$ cat config.mk
export PLATFORM = sky130hd
export DESIGN_NAME = asp_uart
export DESIGN_NICKNAME = d
export VERILOG_FILES = /design/src/verilog/asp_pkg.sv /design/src/verilog/asp_uart.sv
export SDC_FILE = /design/constraint.sdc
export NUM_CORES = 1
export LEC_CHECK = 0
export BUFFER_PORTS_ARGS = -buffer_cell sky130_fd_sc_hd__buf_2
export CAP_MARGIN = 25
export CORE_MARGIN = 4
export CORE_UTILIZATION = 40
export DETAILED_ROUTE_END_ITERATION = 16
export PLACE_DENSITY = 0.56
export SKIP_CTS_REPAIR_TIMING = 1
export SLEW_MARGIN = 0
export SYNTH_ARGS = -nofsm -noshare
export SYNTH_HDL_FRONTEND = slang
export SYNTH_SLANG_ARGS = --single-unit
$ cat constraint.sdc
create_clock -name ref_clk -period 4.5 [get_ports ref_clk]
set_input_delay 0.45 -clock ref_clk [delete_from_list [all_inputs] [get_ports ref_clk]]
set_output_delay 0.45 -clock ref_clk [all_outputs]
set_load 0.03 [all_outputs]
$ cat src/verilog/asp_pkg.sv
// Constants and state codes for the asynchronous serial port.
// Assumes a 100 MHz ref_clk and an APB master on the register side.
package asp_pkg;
  // Register byte addresses, one aligned word each
  localparam logic [7:0] ADR_CTRL    = 8'h00;
  localparam logic [7:0] ADR_FMT     = 8'h04;
  localparam logic [7:0] ADR_BAUD_LO = 8'h08;
  localparam logic [7:0] ADR_BAUD_HI = 8'h0c;
  localparam logic [7:0] ADR_TXDATA  = 8'h10;
  localparam logic [7:0] ADR_RXDATA  = 8'h14;
  localparam logic [7:0] ADR_RXEMU   = 8'h18;
  localparam logic [7:0] ADR_STATUS  = 8'h1c;
  localparam logic [7:0] ADR_MISC    = 8'h20;
  // Values after reset
  localparam logic [7:0]  CTRL_RST = 8'h00;
  localparam logic [7:0]  FMT_RST  = 8'h07;
  localparam logic [7:0]  MISC_RST = 8'h00;
  localparam logic [15:0] BAUD_RST = 16'h0363;
  // FIFO geometry
  localparam logic [4:0] FIFO_FULL = 5'h10;
  // Idle bit times that mark an address frame, and wake gap
  localparam logic [3:0] IDLE_BITS = 4'ha;
  // Control fields
  localparam int C_TX_EN  = 0;
  localparam int C_RX_EN  = 1;
  localparam int C_TX_IE  = 2;
  localparam int C_RX_IE  = 3;
  localparam int C_BRK_IE = 4;
  // Frame format fields; bits 2:0 hold data length minus one
  localparam int F_PAR_EN = 3;
  localparam int F_ODD    = 4;
  localparam int F_STOP2  = 5;
  localparam int F_ADRBIT = 6;
  localparam int F_IDLE   = 7;
  // Miscellaneous fields
  localparam int M_AB_GO   = 0;
  localparam int M_TX_ADR  = 1;
  localparam int M_SLEEP   = 2;
  localparam int M_TX_WAKE = 3;
  localparam int M_AB_BUSY = 4;
  // Status fields
  localparam int S_TX_RDY = 0;
  localparam int S_TX_EMP = 1;
  localparam int S_RX_RDY = 2;
  localparam int S_BRK    = 3;
  localparam int S_RX_ERR = 4;
  localparam int S_PE     = 5;
  localparam int S_OE     = 6;
  localparam int S_FE     = 7;
  // Serial engine states, one-hot
  typedef enum logic [6:0] {
    ST_IDLE  = 7'h01,
    ST_START = 7'h02,
    ST_DATA  = 7'h04,
    ST_ADDR  = 7'h08,
    ST_PAR   = 7'h10,
    ST_STOP  = 7'h20,
    ST_GAP   = 7'h40
  } asp_st_t;
endpackage

$ cat src/verilog/asp_uart.sv
// Asynchronous serial port: APB registers, 16-deep FIFOs, NRZ link.
// Assumes serial_rx_pin is asynchronous; all else is on ref_clk.
//
// The implementer's own choices: the register offsets and the APB slave port.
`timescale 1ns/1ps

// Overview of operation
// RULE_01: NRZ data on one transmit output and one receive input.
// RULE_02: Sixteen-entry FIFO per direction, separate enables and interrupt enables.
// RULE_03: Transmitter and receiver run independently or together.
// RULE_04: Bit period set by a 16-bit baud value.
// RULE_05: One start bit, then one to eight data bits.
// RULE_06: Optional parity bit, even or odd.
// RULE_07: One or two stop bits.
// RULE_08: Receiver flags parity, overrun, framing and break separately.
// RULE_09: Idle-line and address-bit multiprocessor wake-up modes.
// RULE_10: Transmit ready flag set while the transmit buffer has room.
// RULE_11: Transmitter empty flag set while the shift register is idle.
// RULE_12: Receive ready flag shows data waiting in the receive buffer.
// RULE_13: Break flag set on a break on the receive line.
// RULE_14: Summary error flag set when any receive error exists.
// RULE_15: Own interrupt enables for transmit and receive; break has its own.
// RULE_16: Transmit shift register sends buffer characters bit by bit.
// RULE_17: Received character goes to data buffer and emulation buffer.
// RULE_18: Hardware measures incoming baud rate automatically.
// RULE_19: Registers are eight bits in the low byte.
// RULE_20: Upper bits read zero and ignore writes.
// RULE_21: Start low, stop high, idle high, least significant bit first.
module asp_uart (
  input  wire logic        ref_clk,
  input  wire logic        reset_n,
  input  wire logic        ce,
  input  wire logic        psel,
  input  wire logic        penable,
  input  wire logic        pwrite,
  input  wire logic [7:0]  paddr,
  input  wire logic [31:0] pwdata,
  output logic      [31:0] prdata,
  output logic             pready,
  output logic             pslverr,
  input  wire logic        serial_rx_pin,
  output logic             serial_tx_pin,
  output logic             tx_irq,
  output logic             rx_irq
);
  typedef struct packed {
    logic [15:0][7:0] tx_fifo;
    logic [15:0][7:0] rx_fifo;
    logic [3:0]       tx_wp;
    logic [3:0]       tx_rp;
    logic [4:0]       tx_cnt;
    logic [3:0]       rx_wp;
    logic [3:0]       rx_rp;
    logic [4:0]       rx_cnt;
    logic [7:0]       ctrl;
    logic [7:0]       fmt;
    logic [7:0]       misc;
    logic [7:0]       rx_emu;
    logic [15:0]      baud;
    logic [31:0]      prdata;
    logic             pready;
    logic             pslverr;
    logic             rx_s1;
    logic             rx_s2;
    asp_pkg::asp_st_t tx_st;
    asp_pkg::asp_st_t rx_st;
    logic [7:0]       tx_sh;
    logic [7:0]       rx_sh;
    logic [3:0]       tx_bits;
    logic [3:0]       rx_bits;
    logic [15:0]      tx_bcnt;
    logic [15:0]      rx_bcnt;
    logic             tx_par;
    logic             tx_abit;
    logic             txd;
    logic             rx_par;
    logic             rx_abit;
    logic             rx_brkz;
    logic             rx_perr;
    logic [3:0]       idle_cnt;
    logic             pe;
    logic             oe;
    logic             fe;
    logic             brk;
    logic             ab_busy;
    logic             ab_meas;
    logic [15:0]      ab_cnt;
    logic             tx_irq;
    logic             rx_irq;
  } asp_state_t;

  asp_state_t s;
  asp_state_t next_s;
  logic       tx_tick;
  logic       rx_tick;
  logic       rxd;
  logic       rx_take;
  logic [7:0] stat;
  logic       xfer;

  // Serial engine helpers
  assign tx_tick = (s.tx_bcnt == 16'h0000);
  assign rx_tick = (s.rx_bcnt == 16'h0000);
  assign rxd     = s.rx_s2;
  assign xfer    = psel && penable && s.pready;
  // Sleeping receiver in a wake-up mode keeps only address frames
  assign rx_take = !(s.fmt[asp_pkg::F_ADRBIT] || s.fmt[asp_pkg::F_IDLE])
                   || !s.misc[asp_pkg::M_SLEEP] || s.rx_abit;

  // RULE_10 RULE_11 RULE_12 RULE_14 status flags; summary ORs all four
  always_comb begin
    stat = 8'h00;
    stat[asp_pkg::S_TX_RDY] = (s.tx_cnt != asp_pkg::FIFO_FULL);
    stat[asp_pkg::S_TX_EMP] = (s.tx_st == asp_pkg::ST_IDLE);
    stat[asp_pkg::S_RX_RDY] = (s.rx_cnt != 5'h00);
    stat[asp_pkg::S_BRK]    = s.brk;
    stat[asp_pkg::S_RX_ERR] = s.pe | s.oe | s.fe | s.brk;
    stat[asp_pkg::S_PE]     = s.pe;
    stat[asp_pkg::S_OE]     = s.oe;
    stat[asp_pkg::S_FE]     = s.fe;
  end

  // Next-state logic: bus first so engine sets win over clears
  always_comb begin
    next_s = s;
    next_s.pready  = 1'b0;
    next_s.pslverr = 1'b0;
    next_s.rx_s1   = serial_rx_pin;
    next_s.rx_s2   = s.rx_s1;
    next_s.misc[asp_pkg::M_AB_GO] = 1'b0;
    // Setup phase: answer registered for the first access cycle
    if (psel && !penable && !s.pready) begin
      next_s.pready = 1'b1;
      // RULE_20 upper bits zero
      next_s.prdata = 32'h0000_0000;
      unique case (paddr)
        asp_pkg::ADR_CTRL:    next_s.prdata[7:0] = s.ctrl;
        asp_pkg::ADR_FMT:     next_s.prdata[7:0] = s.fmt;
        asp_pkg::ADR_BAUD_LO: next_s.prdata[7:0] = s.baud[7:0];
        asp_pkg::ADR_BAUD_HI: next_s.prdata[7:0] = s.baud[15:8];
        asp_pkg::ADR_TXDATA:  next_s.prdata[7:0] = 8'h00;
        asp_pkg::ADR_RXDATA:  next_s.prdata[7:0] = s.rx_fifo[s.rx_rp];
        asp_pkg::ADR_RXEMU:   next_s.prdata[7:0] = s.rx_emu;
        asp_pkg::ADR_STATUS:  next_s.prdata[7:0] = stat;
        asp_pkg::ADR_MISC: begin
          next_s.prdata[7:0] = s.misc;
          next_s.prdata[asp_pkg::M_AB_BUSY] = s.ab_busy;
        end
        default:              next_s.pslverr = 1'b1;
      endcase
    end
    // RULE_19 low byte only
    if (xfer && pwrite) begin
      unique case (paddr)
        asp_pkg::ADR_CTRL:    next_s.ctrl = pwdata[7:0];
        asp_pkg::ADR_FMT:     next_s.fmt = pwdata[7:0];
        asp_pkg::ADR_BAUD_LO: next_s.baud[7:0] = pwdata[7:0];
        asp_pkg::ADR_BAUD_HI: next_s.baud[15:8] = pwdata[7:0];
        asp_pkg::ADR_TXDATA: begin
          if (s.tx_cnt != asp_pkg::FIFO_FULL) begin
            next_s.tx_fifo[s.tx_wp] = pwdata[7:0];
            next_s.tx_wp = s.tx_wp + 4'h1;
            next_s.tx_cnt = next_s.tx_cnt + 5'h01;
          end
        end
        asp_pkg::ADR_STATUS: begin
          // Write one to clear
          if (pwdata[asp_pkg::S_PE]) next_s.pe = 1'b0;
          if (pwdata[asp_pkg::S_OE]) next_s.oe = 1'b0;
          if (pwdata[asp_pkg::S_FE]) next_s.fe = 1'b0;
          if (pwdata[asp_pkg::S_BRK]) next_s.brk = 1'b0;
        end
        asp_pkg::ADR_MISC: begin
          next_s.misc = {4'h0, pwdata[3:0]};
          // RULE_18 arm rate measurement
          if (pwdata[asp_pkg::M_AB_GO]) begin
            next_s.ab_busy = 1'b1;
            next_s.ab_meas = 1'b0;
          end
        end
        default: ;
      endcase
    end
    // RULE_02 pop on read; emulation copy stays
    if (xfer && !pwrite && paddr == asp_pkg::ADR_RXDATA && s.rx_cnt != 5'h00) begin
      next_s.rx_rp = s.rx_rp + 4'h1;
      next_s.rx_cnt = next_s.rx_cnt - 5'h01;
    end

    // RULE_04 bit period is baud plus one cycles
    next_s.tx_bcnt = tx_tick ? s.baud : s.tx_bcnt - 16'h0001;
    // RULE_03 transmitter runs on its own state
    unique case (s.tx_st)
      asp_pkg::ST_IDLE: begin
        next_s.tx_bcnt = s.baud;
        // RULE_16 load shift register from buffer
        if (s.ctrl[asp_pkg::C_TX_EN] && s.tx_cnt != 5'h00) begin
          next_s.tx_sh = s.tx_fifo[s.tx_rp];
          next_s.tx_rp = s.tx_rp + 4'h1;
          next_s.tx_cnt = next_s.tx_cnt - 5'h01;
          next_s.tx_par = s.fmt[asp_pkg::F_ODD];
          next_s.tx_abit = s.misc[asp_pkg::M_TX_ADR];
          // RULE_09 idle gap marks the next frame as address
          if (s.fmt[asp_pkg::F_IDLE] && s.misc[asp_pkg::M_TX_WAKE]) begin
            next_s.misc[asp_pkg::M_TX_WAKE] = 1'b0;
            next_s.tx_bits = asp_pkg::IDLE_BITS;
            next_s.tx_st = asp_pkg::ST_GAP;
          end else begin
            next_s.tx_st = asp_pkg::ST_START;
          end
        end
      end
      asp_pkg::ST_GAP: begin
        if (tx_tick) begin
          if (s.tx_bits == 4'h0) next_s.tx_st = asp_pkg::ST_START;
          else next_s.tx_bits = s.tx_bits - 4'h1;
        end
      end
      asp_pkg::ST_START: begin
        // RULE_05 data length from format field
        if (tx_tick) begin
          next_s.tx_bits = {1'b0, s.fmt[2:0]};
          next_s.tx_st = asp_pkg::ST_DATA;
        end
      end
      asp_pkg::ST_DATA: begin
        if (tx_tick) begin
          next_s.tx_par = s.tx_par ^ s.tx_sh[0];
          next_s.tx_sh = {1'b0, s.tx_sh[7:1]};
          if (s.tx_bits != 4'h0) next_s.tx_bits = s.tx_bits - 4'h1;
          else if (s.fmt[asp_pkg::F_ADRBIT]) next_s.tx_st = asp_pkg::ST_ADDR;
          else if (s.fmt[asp_pkg::F_PAR_EN]) next_s.tx_st = asp_pkg::ST_PAR;
          else begin
            next_s.tx_bits = {3'h0, s.fmt[asp_pkg::F_STOP2]};
            next_s.tx_st = asp_pkg::ST_STOP;
          end
        end
      end
      asp_pkg::ST_ADDR: begin
        if (tx_tick) begin
          next_s.tx_par = s.tx_par ^ s.tx_abit;
          next_s.tx_bits = {3'h0, s.fmt[asp_pkg::F_STOP2]};
          next_s.tx_st = s.fmt[asp_pkg::F_PAR_EN] ? asp_pkg::ST_PAR : asp_pkg::ST_STOP;
        end
      end
      asp_pkg::ST_PAR: begin
        // RULE_06 parity bit after data
        if (tx_tick) begin
          next_s.tx_bits = {3'h0, s.fmt[asp_pkg::F_STOP2]};
          next_s.tx_st = asp_pkg::ST_STOP;
        end
      end
      asp_pkg::ST_STOP: begin
        // RULE_07 one or two stop bits
        if (tx_tick) begin
          if (s.tx_bits == 4'h0) next_s.tx_st = asp_pkg::ST_IDLE;
          else next_s.tx_bits = s.tx_bits - 4'h1;
        end
      end
      default: next_s.tx_st = asp_pkg::ST_IDLE;
    endcase
    // RULE_21 line level follows the coming state, LSB first
    unique case (next_s.tx_st)
      asp_pkg::ST_START: next_s.txd = 1'b0;
      asp_pkg::ST_DATA:  next_s.txd = next_s.tx_sh[0];
      asp_pkg::ST_ADDR:  next_s.txd = next_s.tx_abit;
      asp_pkg::ST_PAR:   next_s.txd = next_s.tx_par;
      default:           next_s.txd = 1'b1;
    endcase

    // Receiver: start detected on the synchronised level only
    next_s.rx_bcnt = rx_tick ? s.baud : s.rx_bcnt - 16'h0001;
    unique case (s.rx_st)
      asp_pkg::ST_IDLE: begin
        if (!s.ctrl[asp_pkg::C_RX_EN]) begin
          next_s.rx_bcnt = s.baud;
        end else if (!rxd) begin
          // Half a bit to land mid-bit
          next_s.rx_bcnt = {1'b0, s.baud[15:1]};
          next_s.rx_abit = s.fmt[asp_pkg::F_IDLE] && (s.idle_cnt == asp_pkg::IDLE_BITS);
          next_s.idle_cnt = 4'h0;
          next_s.rx_st = asp_pkg::ST_START;
        end else if (rx_tick && s.idle_cnt != asp_pkg::IDLE_BITS) begin
          next_s.idle_cnt = s.idle_cnt + 4'h1;
        end
      end
      asp_pkg::ST_START: begin
        if (rx_tick) begin
          next_s.rx_par = s.fmt[asp_pkg::F_ODD];
          next_s.rx_brkz = 1'b1;
          next_s.rx_bits = {1'b0, s.fmt[2:0]};
          next_s.rx_st = rxd ? asp_pkg::ST_IDLE : asp_pkg::ST_DATA;
        end
      end
      asp_pkg::ST_DATA: begin
        // RULE_17 shift in from the pin
        if (rx_tick) begin
          next_s.rx_sh = {rxd, s.rx_sh[7:1]};
          next_s.rx_par = s.rx_par ^ rxd;
          next_s.rx_brkz = s.rx_brkz & ~rxd;
          if (s.rx_bits != 4'h0) next_s.rx_bits = s.rx_bits - 4'h1;
          else if (s.fmt[asp_pkg::F_ADRBIT]) next_s.rx_st = asp_pkg::ST_ADDR;
          else if (s.fmt[asp_pkg::F_PAR_EN]) next_s.rx_st = asp_pkg::ST_PAR;
          else next_s.rx_st = asp_pkg::ST_STOP;
          next_s.rx_perr = 1'b0;
        end
      end
      asp_pkg::ST_ADDR: begin
        // RULE_09 address bit tags the frame
        if (rx_tick) begin
          next_s.rx_abit = rxd;
          next_s.rx_par = s.rx_par ^ rxd;
          next_s.rx_brkz = s.rx_brkz & ~rxd;
          next_s.rx_st = s.fmt[asp_pkg::F_PAR_EN] ? asp_pkg::ST_PAR : asp_pkg::ST_STOP;
        end
      end
      asp_pkg::ST_PAR: begin
        if (rx_tick) begin
          next_s.rx_perr = s.rx_par ^ rxd;
          next_s.rx_brkz = s.rx_brkz & ~rxd;
          next_s.rx_st = asp_pkg::ST_STOP;
        end
      end
      asp_pkg::ST_STOP: begin
        // RULE_08 errors checked on the first stop bit
        if (rx_tick) begin
          next_s.rx_st = asp_pkg::ST_IDLE;
          if (!rxd) next_s.fe = 1'b1;
          // RULE_13 whole frame low is a break
          if (!rxd && s.rx_brkz) next_s.brk = 1'b1;
          if (rx_take) begin
            if (s.rx_perr) next_s.pe = 1'b1;
            // RULE_17 copy to buffer and emulation copy
            next_s.rx_emu = s.rx_sh >> (3'h7 - s.fmt[2:0]);
            if (s.rx_cnt == asp_pkg::FIFO_FULL) begin
              next_s.oe = 1'b1;
            end else begin
              next_s.rx_fifo[s.rx_wp] = s.rx_sh >> (3'h7 - s.fmt[2:0]);
              next_s.rx_wp = s.rx_wp + 4'h1;
              next_s.rx_cnt = next_s.rx_cnt + 5'h01;
            end
          end
        end
      end
      default: next_s.rx_st = asp_pkg::ST_IDLE;
    endcase

    // RULE_18 low time of start bit sets the bit period
    if (s.ab_busy) begin
      if (!s.ab_meas) begin
        next_s.ab_cnt = 16'h0001;
        next_s.ab_meas = !rxd;
      end else if (!rxd) begin
        if (s.ab_cnt != 16'hffff) next_s.ab_cnt = s.ab_cnt + 16'h0001;
      end else begin
        next_s.baud = s.ab_cnt - 16'h0001;
        next_s.ab_busy = 1'b0;
        next_s.ab_meas = 1'b0;
      end
    end

    // RULE_15 separate enables, break has its own
    next_s.tx_irq = next_s.ctrl[asp_pkg::C_TX_IE] && next_s.tx_cnt != asp_pkg::FIFO_FULL;
    next_s.rx_irq = (next_s.ctrl[asp_pkg::C_RX_IE]
                     && (next_s.rx_cnt != 5'h00 || next_s.pe || next_s.oe || next_s.fe))
                    || (next_s.ctrl[asp_pkg::C_BRK_IE] && next_s.brk);
  end

  // State register; clock enable freezes everything
  always_ff @(posedge ref_clk or negedge reset_n) begin
    if (!reset_n) begin
      s <= '0;
      s.ctrl <= asp_pkg::CTRL_RST;
      s.fmt <= asp_pkg::FMT_RST;
      s.misc <= asp_pkg::MISC_RST;
      s.baud <= asp_pkg::BAUD_RST;
      s.rx_s1 <= 1'b1;
      s.rx_s2 <= 1'b1;
      s.txd <= 1'b1;
      s.tx_st <= asp_pkg::ST_IDLE;
      s.rx_st <= asp_pkg::ST_IDLE;
    end else if (ce) begin
      s <= next_s;
    end
  end

  // RULE_01 outputs straight from flops
  assign prdata        = s.prdata;
  assign pready        = s.pready;
  assign pslverr       = s.pslverr;
  assign serial_tx_pin = s.txd;
  assign tx_irq        = s.tx_irq;
  assign rx_irq        = s.rx_irq;
endmodule

==> metrics.txt, run 1 <==
synthesis-stage register bit count 442; crit-path leading delay family simple AND/OR/NAND/NOR gates; final std cells w/o fill 3037; reg2reg start s[35]$_DFFE_PN0P_; reg2reg path depth 9; # clock sinks 442; worst reg2reg setup slack 0.79 ns; Antenna Nets Post-Route 0; setup violators final 0; Buf/Inv on CP 1; Hold Path Sink next_s[105]$_DFFE_PN1P_; Post-Synth XOR/XNOR Area 2.484%; Slew @ Worst Pin 0.9361 ns; # DRC 0; TritonCTS Buffers 50; Post-synth EDFFs 0; Max clock buf depth 3; Die ar. 61190 sq um; first-pass GRT wire length 98.48 mm; WP data arrival 4.16 ns; post-synth top area share 46.73%; core area 56600 sq um; most frequent cells in the layout dfrtp_1 (425), nand2_1 (335), o21ai_0 (249); DRT iter0 DRCs 1414; Mean Syn Cell Area 10.07 sq um; synth top area cells dfrtp_1 (47%), mux4_2 (7.3%), nand2_1 (5.5%); power per standard cell area 396.9 nW/um^2; setup TNS 0 ns; Initial DRT Pass Iterations 8; Setup Skew 0.01398 ns; Worst VDD drop 318.9 uV; Total Routed Length 62.42 mm; Power Total 10.08 mW; final setup margin 0.7853 ns; via/cell ratio 5.726; RSZ-0062 raised after global routing false; Adder-Cell Fraction of Synth Area 1.256%; Antenna Cells 0; via count 17390; commonest non-fill, non-tap cell in the layout dfrtp_1; Placement Setup Slack 0.5605 ns; # port buffers 35; Worst EP required 4.95 ns; Yosys cell types 84; Min-Delay Path Class input port to flip-flop; main combinational cell family by area after synthesis compound AO/OA/AOI/OAI gates; relative slew slack 37.37%; Initial Utilization 40.49%; nets@finish 2311; fillers 5366; area leader, netlist dfrtp_1; largest net degree at the start of global routing 110; IO Count 84; HPWL after DPL 42.30 mm; register area 11080 sq um; FMAX 0.2692 GHz; Max Cap Violations 0; Cell Area, Synth 22920 sq um; fin crit period 3.715 ns; clk root buf clkbuf_16; Most used DFF post-synth dfrtp_1; RR Endpoint s[305]$_DFFE_PN0P_; Crit Path Class flip-flop to flip-flop; row count 87; Leak 10.80 nW; mux cell area share after synthesis 12.35%; asr flop ratio synth 100.0%; CTS tree done; Synth-to-Final Area Change 10.79%; max reg flops 427; slowest CP cell or4b_1; hold depth 2; HP Start serial_rx_pin; CP startpoint kind flip-flop; slowest cell delay on critical path 0.64 ns; vias in the first global route 16780; Min Hold Slack 0.1039 ns; crit path launch s[35]$_DFFE_PN0P_; crit-path cells inv_1, ha_1, or4b_1, or4_4, or4_4, nor4b_2, nand2_1, nand2_1, o21ai_0; layout cells sized above 1 16.35%; Slew Limit Fails 0; crit end category flip-flop; initial antenna violation count 0; Synth Instances 2275; Clock transition at path regs 0.06 ns; outcome complete, no violations; simple-gate share of the synthesized area 15.41%; average wire per standard cell 20.55 microns; multi-input logic area 10880 sq um; sequential fraction of the synthesis area 48.33%; Most flops, register s; Final Hold Vio Count 0; CP max FO 20; Compound-Gate Fraction of Synth Area 15.49%; Die X 247.4 microns; Clk Latency, worst-skew pair 0.59 ns; part of the cycle the worst path needs 82.55%; Overall Global Routing Usage 20.35%; H-tree Lvls 2; global route total overflow 0; die height 247.4 microns; warnings from Yosys 0; DP Cell Count 2943; GP Congestion 0.8736
==> report_power, final <==
group          switching [mW]  internal [mW]  total [mW]
registers               0.250           4.16        4.41
logic                   0.932          0.523        1.46
clock network            1.70           2.51        4.21
==> cell type report <==
cell class                 instances  area share, %
clock buffer                      67          5.578
clock inverter                    25          1.168
inverter                          45         0.6652
multi-input combinational       1620          42.86
sequential                       442          43.64
tap                              756          3.725
timing repair buffer              82          2.355
==> Yosys cell counts, types with 10 or more instances <==
library cell,instances
or3_1,10
buf_2,14
nand3_1,54
o22ai_1,24
or4_1,12
o21ai_0,249
buf_1,14
nor2_1,142
inv_1,44
nor2b_1,19
xnor2_1,35
and3_1,13
mux2i_1,23
buf_4,32
a31oi_1,21
nand2b_1,16
a22o_1,17
dfstp_2,14
o2bb2ai_1,11
nor3_1,35
dfrtp_1,428
xor2_1,30
mux4_2,74
nand2_1,335
o21ai_1,51
a22oi_1,14
clkbuf_1,125
nor4_1,25
a21oi_1,85
mux2_2,83
nand4_1,25
a211oi_1,19
a21o_1,14
ha_1,23
==> through the flow <==
step                util, %  instance area [sq um]
global placement      41.73                  23620
global route          44.86                  25390
finish                44.86                  25390
CTS                   44.81                  25360
floorplan                 -                  23010
detailed placement    41.78                  23650
==> routing by layer <==
layer	share of wire [%]	routed length, microns	up-vias	GRT usage (%)
met5	0	0	-	0
met4	2.5	1548	0	5.542
met3	6.3	3950	88	3.554
met2	45	28080	538	31.38
met1	46	28850	8642	29.78
li1	-	-	8122	-
==> logic make-up (layout without fill, tap and decap cells) <==
family | count (synthesis) | count (layout)
multiplexers | 180 | 180
other | 1 | 24
XOR/XNOR | 65 | 65
flip-flops | 442 | 442
AO/OA/AOI/OAI | 589 | 589
AND/OR/NAND/NOR | 739 | 739
adder cells (fa/ha/maj) | 23 | 23
buffers and inverters | 236 | 219
==> how the worst max path moves through the flow <==
stage               cells past startpoint                 end  slack (ns)
floorplan                              12  s[251]$_DFFE_PN0P_        1.37
global placement                        7  s[467]$_DFFE_PN0P_        0.62
detailed placement                      7  s[443]$_DFFE_PN0P_        0.56
CTS                                     9  s[305]$_DFFE_PN0P_        0.77
global route                            9  s[294]$_DFFE_PN0P_        0.51
finish                                  9  s[305]$_DFFE_PN0P_        0.79
No activity file was read; power rests on OpenSTA's default activity.
==> run 2: changes to the inputs <==
Settings changed: ABC_AREA from default to 1.
Clock period 4.5 ns to 3.6 ns, I/O delays scaled along.
==> metrics.txt, run 2 <==
reg2reg path depth 11 (+2); power per standard cell area 536.3 nW/um^2 (+35%); Most used DFF post-synth dfrtp_1; WP data arrival 3.32 ns (-0.84 ns); sequential fraction of the synthesis area 47.87% (-0.47 points); # port buffers 35 (unchanged); part of the cycle the worst path needs 79.64% (-2.9 points); Most flops, register s; setup TNS 0 ns (unchanged); Setup Skew 0.03622 ns (+0.02224 ns); slowest CP cell dfrtp_1; Overall Global Routing Usage 21.09% (+0.74 points); final core occ 44.90% (about the same); Post-synth EDFFs 0 (unchanged); Initial Utilization 40.73% (+0.24 points); Max clock buf depth 3 (unchanged); crit-path cells inv_1, ha_1, nand3_1, nor2_1, nand2_1, nor2_4, inv_1, nand2_1, inv_1, o21ai_0, o21ai_0; Worst VDD drop 321.2 uV (+0.71%); average wire per standard cell 18.62 microns (-9.4%); asr flop ratio synth 100.0% (unchanged); DRT iter0 DRCs 1768 (+25%); Commonest cells post-synth nand2_1 (584), dfrtp_1 (428), o21ai_0 (428), nor2_1 (265), inv_1 (192); via/cell ratio 5.523 (-3.5%); Hold Path Sink s[165]$_DFFE_PN0P_; most used cell, CP inv_1; fin crit period 2.867 ns (-0.8475 ns); worst reg2reg setup slack 0.73 ns (-0.05 ns); TritonCTS Buffers 51 (+2.0%); synth top area cells dfrtp_1 (46%), nand2_1 (9.5%), o21ai_0 (9.3%); layout cells sized above 1 8.526% (-7.8 points); warnings from Yosys 0 (unchanged); most frequent cells in the layout nand2_1 (584), o21ai_0 (428), dfrtp_1 (425); Die X 248.5 microns (+0.47%); Min-Delay Path Class input port to flip-flop; post-placement cell area 23770 sq um (+0.53%); Slew @ Worst Pin 1.057 ns (+0.1214 ns); commonest non-fill, non-tap cell in the layout nand2_1; RSZ-0062 raised after global routing false; post-synth top area share 46.28% (-0.45 points); RR Endpoint s[58]$_DFFE_PN0P_; slowest cell delay on critical path 0.38 ns (-0.26 ns); area leader, netlist dfrtp_1; final std cells w/o fill 3606 (+19%); Initial DRT Pass Iterations 6 (-2); FMAX 0.3488 GHz (+30%); crit end category flip-flop; Final Hold Vio Count 0 (unchanged); Total Routed Length 67.13 mm (+7.5%); Mean Syn Cell Area 8.135 sq um (-19%); relative slew slack 29.43% (-7.9 points); Yosys cell types 66 (-21%); post-route cell area 25510 sq um (+0.47%); CP max FO 13 (-35%); initial antenna violation count 0 (unchanged); die height 248.5 microns (+0.47%); Clk Latency, worst-skew pair 0.61 ns (+0.02 ns); core area 56820 sq um (+0.38%); largest net degree at the start of global routing 97 (-12%); first-pass GRT wire length 107.1 mm (+8.8%); # DRC 0 (unchanged); Die ar. 61770 sq um (+0.95%); row count 87 (unchanged); crit path launch s[51]$_DFFE_PN0P_; setup violators final 0 (unchanged); Slew Limit Fails 0 (unchanged); nets@finish 2878 (+25%); HP Start pwdata[0]; global route total overflow 0 (unchanged); CP startpoint kind flip-flop; clk root buf clkbuf_16; Cell Area, Synth 23140 sq um (+0.98%); Clock transition at path regs 0.06 ns (about the same); crit-path leading delay family simple AND/OR/NAND/NOR gates; Synth Instances 2845 (+25%); Max Cap Violations 0 (unchanged); Crit Path Class flip-flop to flip-flop; Worst EP required 4.05 ns (-0.90 ns); hold depth 3 (+1); Synth-to-Final Area Change 10.23%; Buf/Inv on CP 3 (+2); Leak 11.30 nW (+4.7%); synthesis-stage register bit count 442 (unchanged); CTS tree done; # clock sinks 442 (unchanged); Power Total 13.68 mW (+36%); max reg flops 427 (unchanged); outcome complete, no violations; via count 19920 (+15%); HPWL after DPL 44.57 mm (+5.3%); H-tree Lvls 2 (unchanged); IO Count 84 (unchanged); Antenna Cells 0 (unchanged); count leader, synth nand2_1; GP Congestion 0.9080 (+3.9%); reg2reg start s[51]$_DFFE_PN0P_; DP Cell Count 3509 (+19%); Antenna Nets Post-Route 0 (unchanged); vias in the first global route 18850 (+12%)
[run 2: cell types whose count changed in the layout (fill, tap and decap cells not counted), moves of 31 or more]
cell      delta
nand2_1    +249
mux2_2      -80
o21ai_1    +109
xnor2_1     -31
nand3_1     +41
nor2_1     +123
mux4_2      -74
inv_1      +147
o21ai_0    +179
o221ai_1    +33
[run 2: layer usage]
| metal | global-route usage [%] | vias up | routed length, microns |
|---|---|---|---|
| met5 | 0 | - | 0 |
| met4 | 6.540 | 0 | 2057 |
| met3 | 3.427 | 117 | 4353 |
| met2 | 31.56 | 605 | 29140 |
| met1 | 31.42 | 9647 | 31580 |
| li1 | - | 9548 | - |
[run 2: power by group]
group	switching [mW]	total (mW)	internal, mW	leakage (nW)
Clock	2.15	5.32	3.17	0.846
Sequential	0.493	5.91	5.42	5.91
Combinational	1.65	2.45	0.798	4.54
Total	4.30	13.7	9.38	11.3
[run 2: how the worst max path moves through the flow]
stage / slack [ns] / cells after the start / endpoint
after CTS: 0.80 / 11 / s[66]$_DFFE_PN0P_
final: 0.73 / 11 / s[58]$_DFFE_PN0P_
after floorplan: 1.37 / 14 / tx_irq$_DFFE_PN0P_
after detailed placement: 0.72 / 16 / tx_irq$_DFFE_PN0P_
after global routing: 0.47 / 12 / s[58]$_DFFE_PN0P_
after global placement: 0.80 / 16 / tx_irq$_DFFE_PN0P_
[run 2: cell families after synthesis]
logic type	after synthesis	synth area share, %
AND/OR/NAND/NOR	1071	20.36
buffers and inverters	394	7.428
other	1	0.01620
flip-flops	442	47.87
multiplexers	20	0.8866
AO/OA/AOI/OAI	848	20.46
XOR/XNOR	46	1.741
adder cells (fa/ha/maj)	23	1.243
[run 2: final cells by class]
type / instances / area (sq um)
multi-input cells: 2032 / 10440
well taps: 756 / 945.9
flip-flops and latches: 442 / 11080
repair buffers: 73 / 540.5
clock buffers: 82 / 1553
fillers: 5656 / 31310
inverters: 208 / 782.0
clock inverters: 13 / 165.2
[run 2: through the flow]
stage | hold slack (ns) | worst slack [ns]
detailed placement | 0.3837 | 0.7202
global placement | 0.3884 | 0.8031
global route | 0.09950 | 0.4704
floorplan | 0.06441 | 1.369
CTS | -0.2677 | 0.7969
finish | 0.09347 | 0.7328
[run 2: tightest hold or removal path, stage by stage]
cell	delay, ns
buf_2	0.13
nand2_1	0.10
nand2_1	0.06
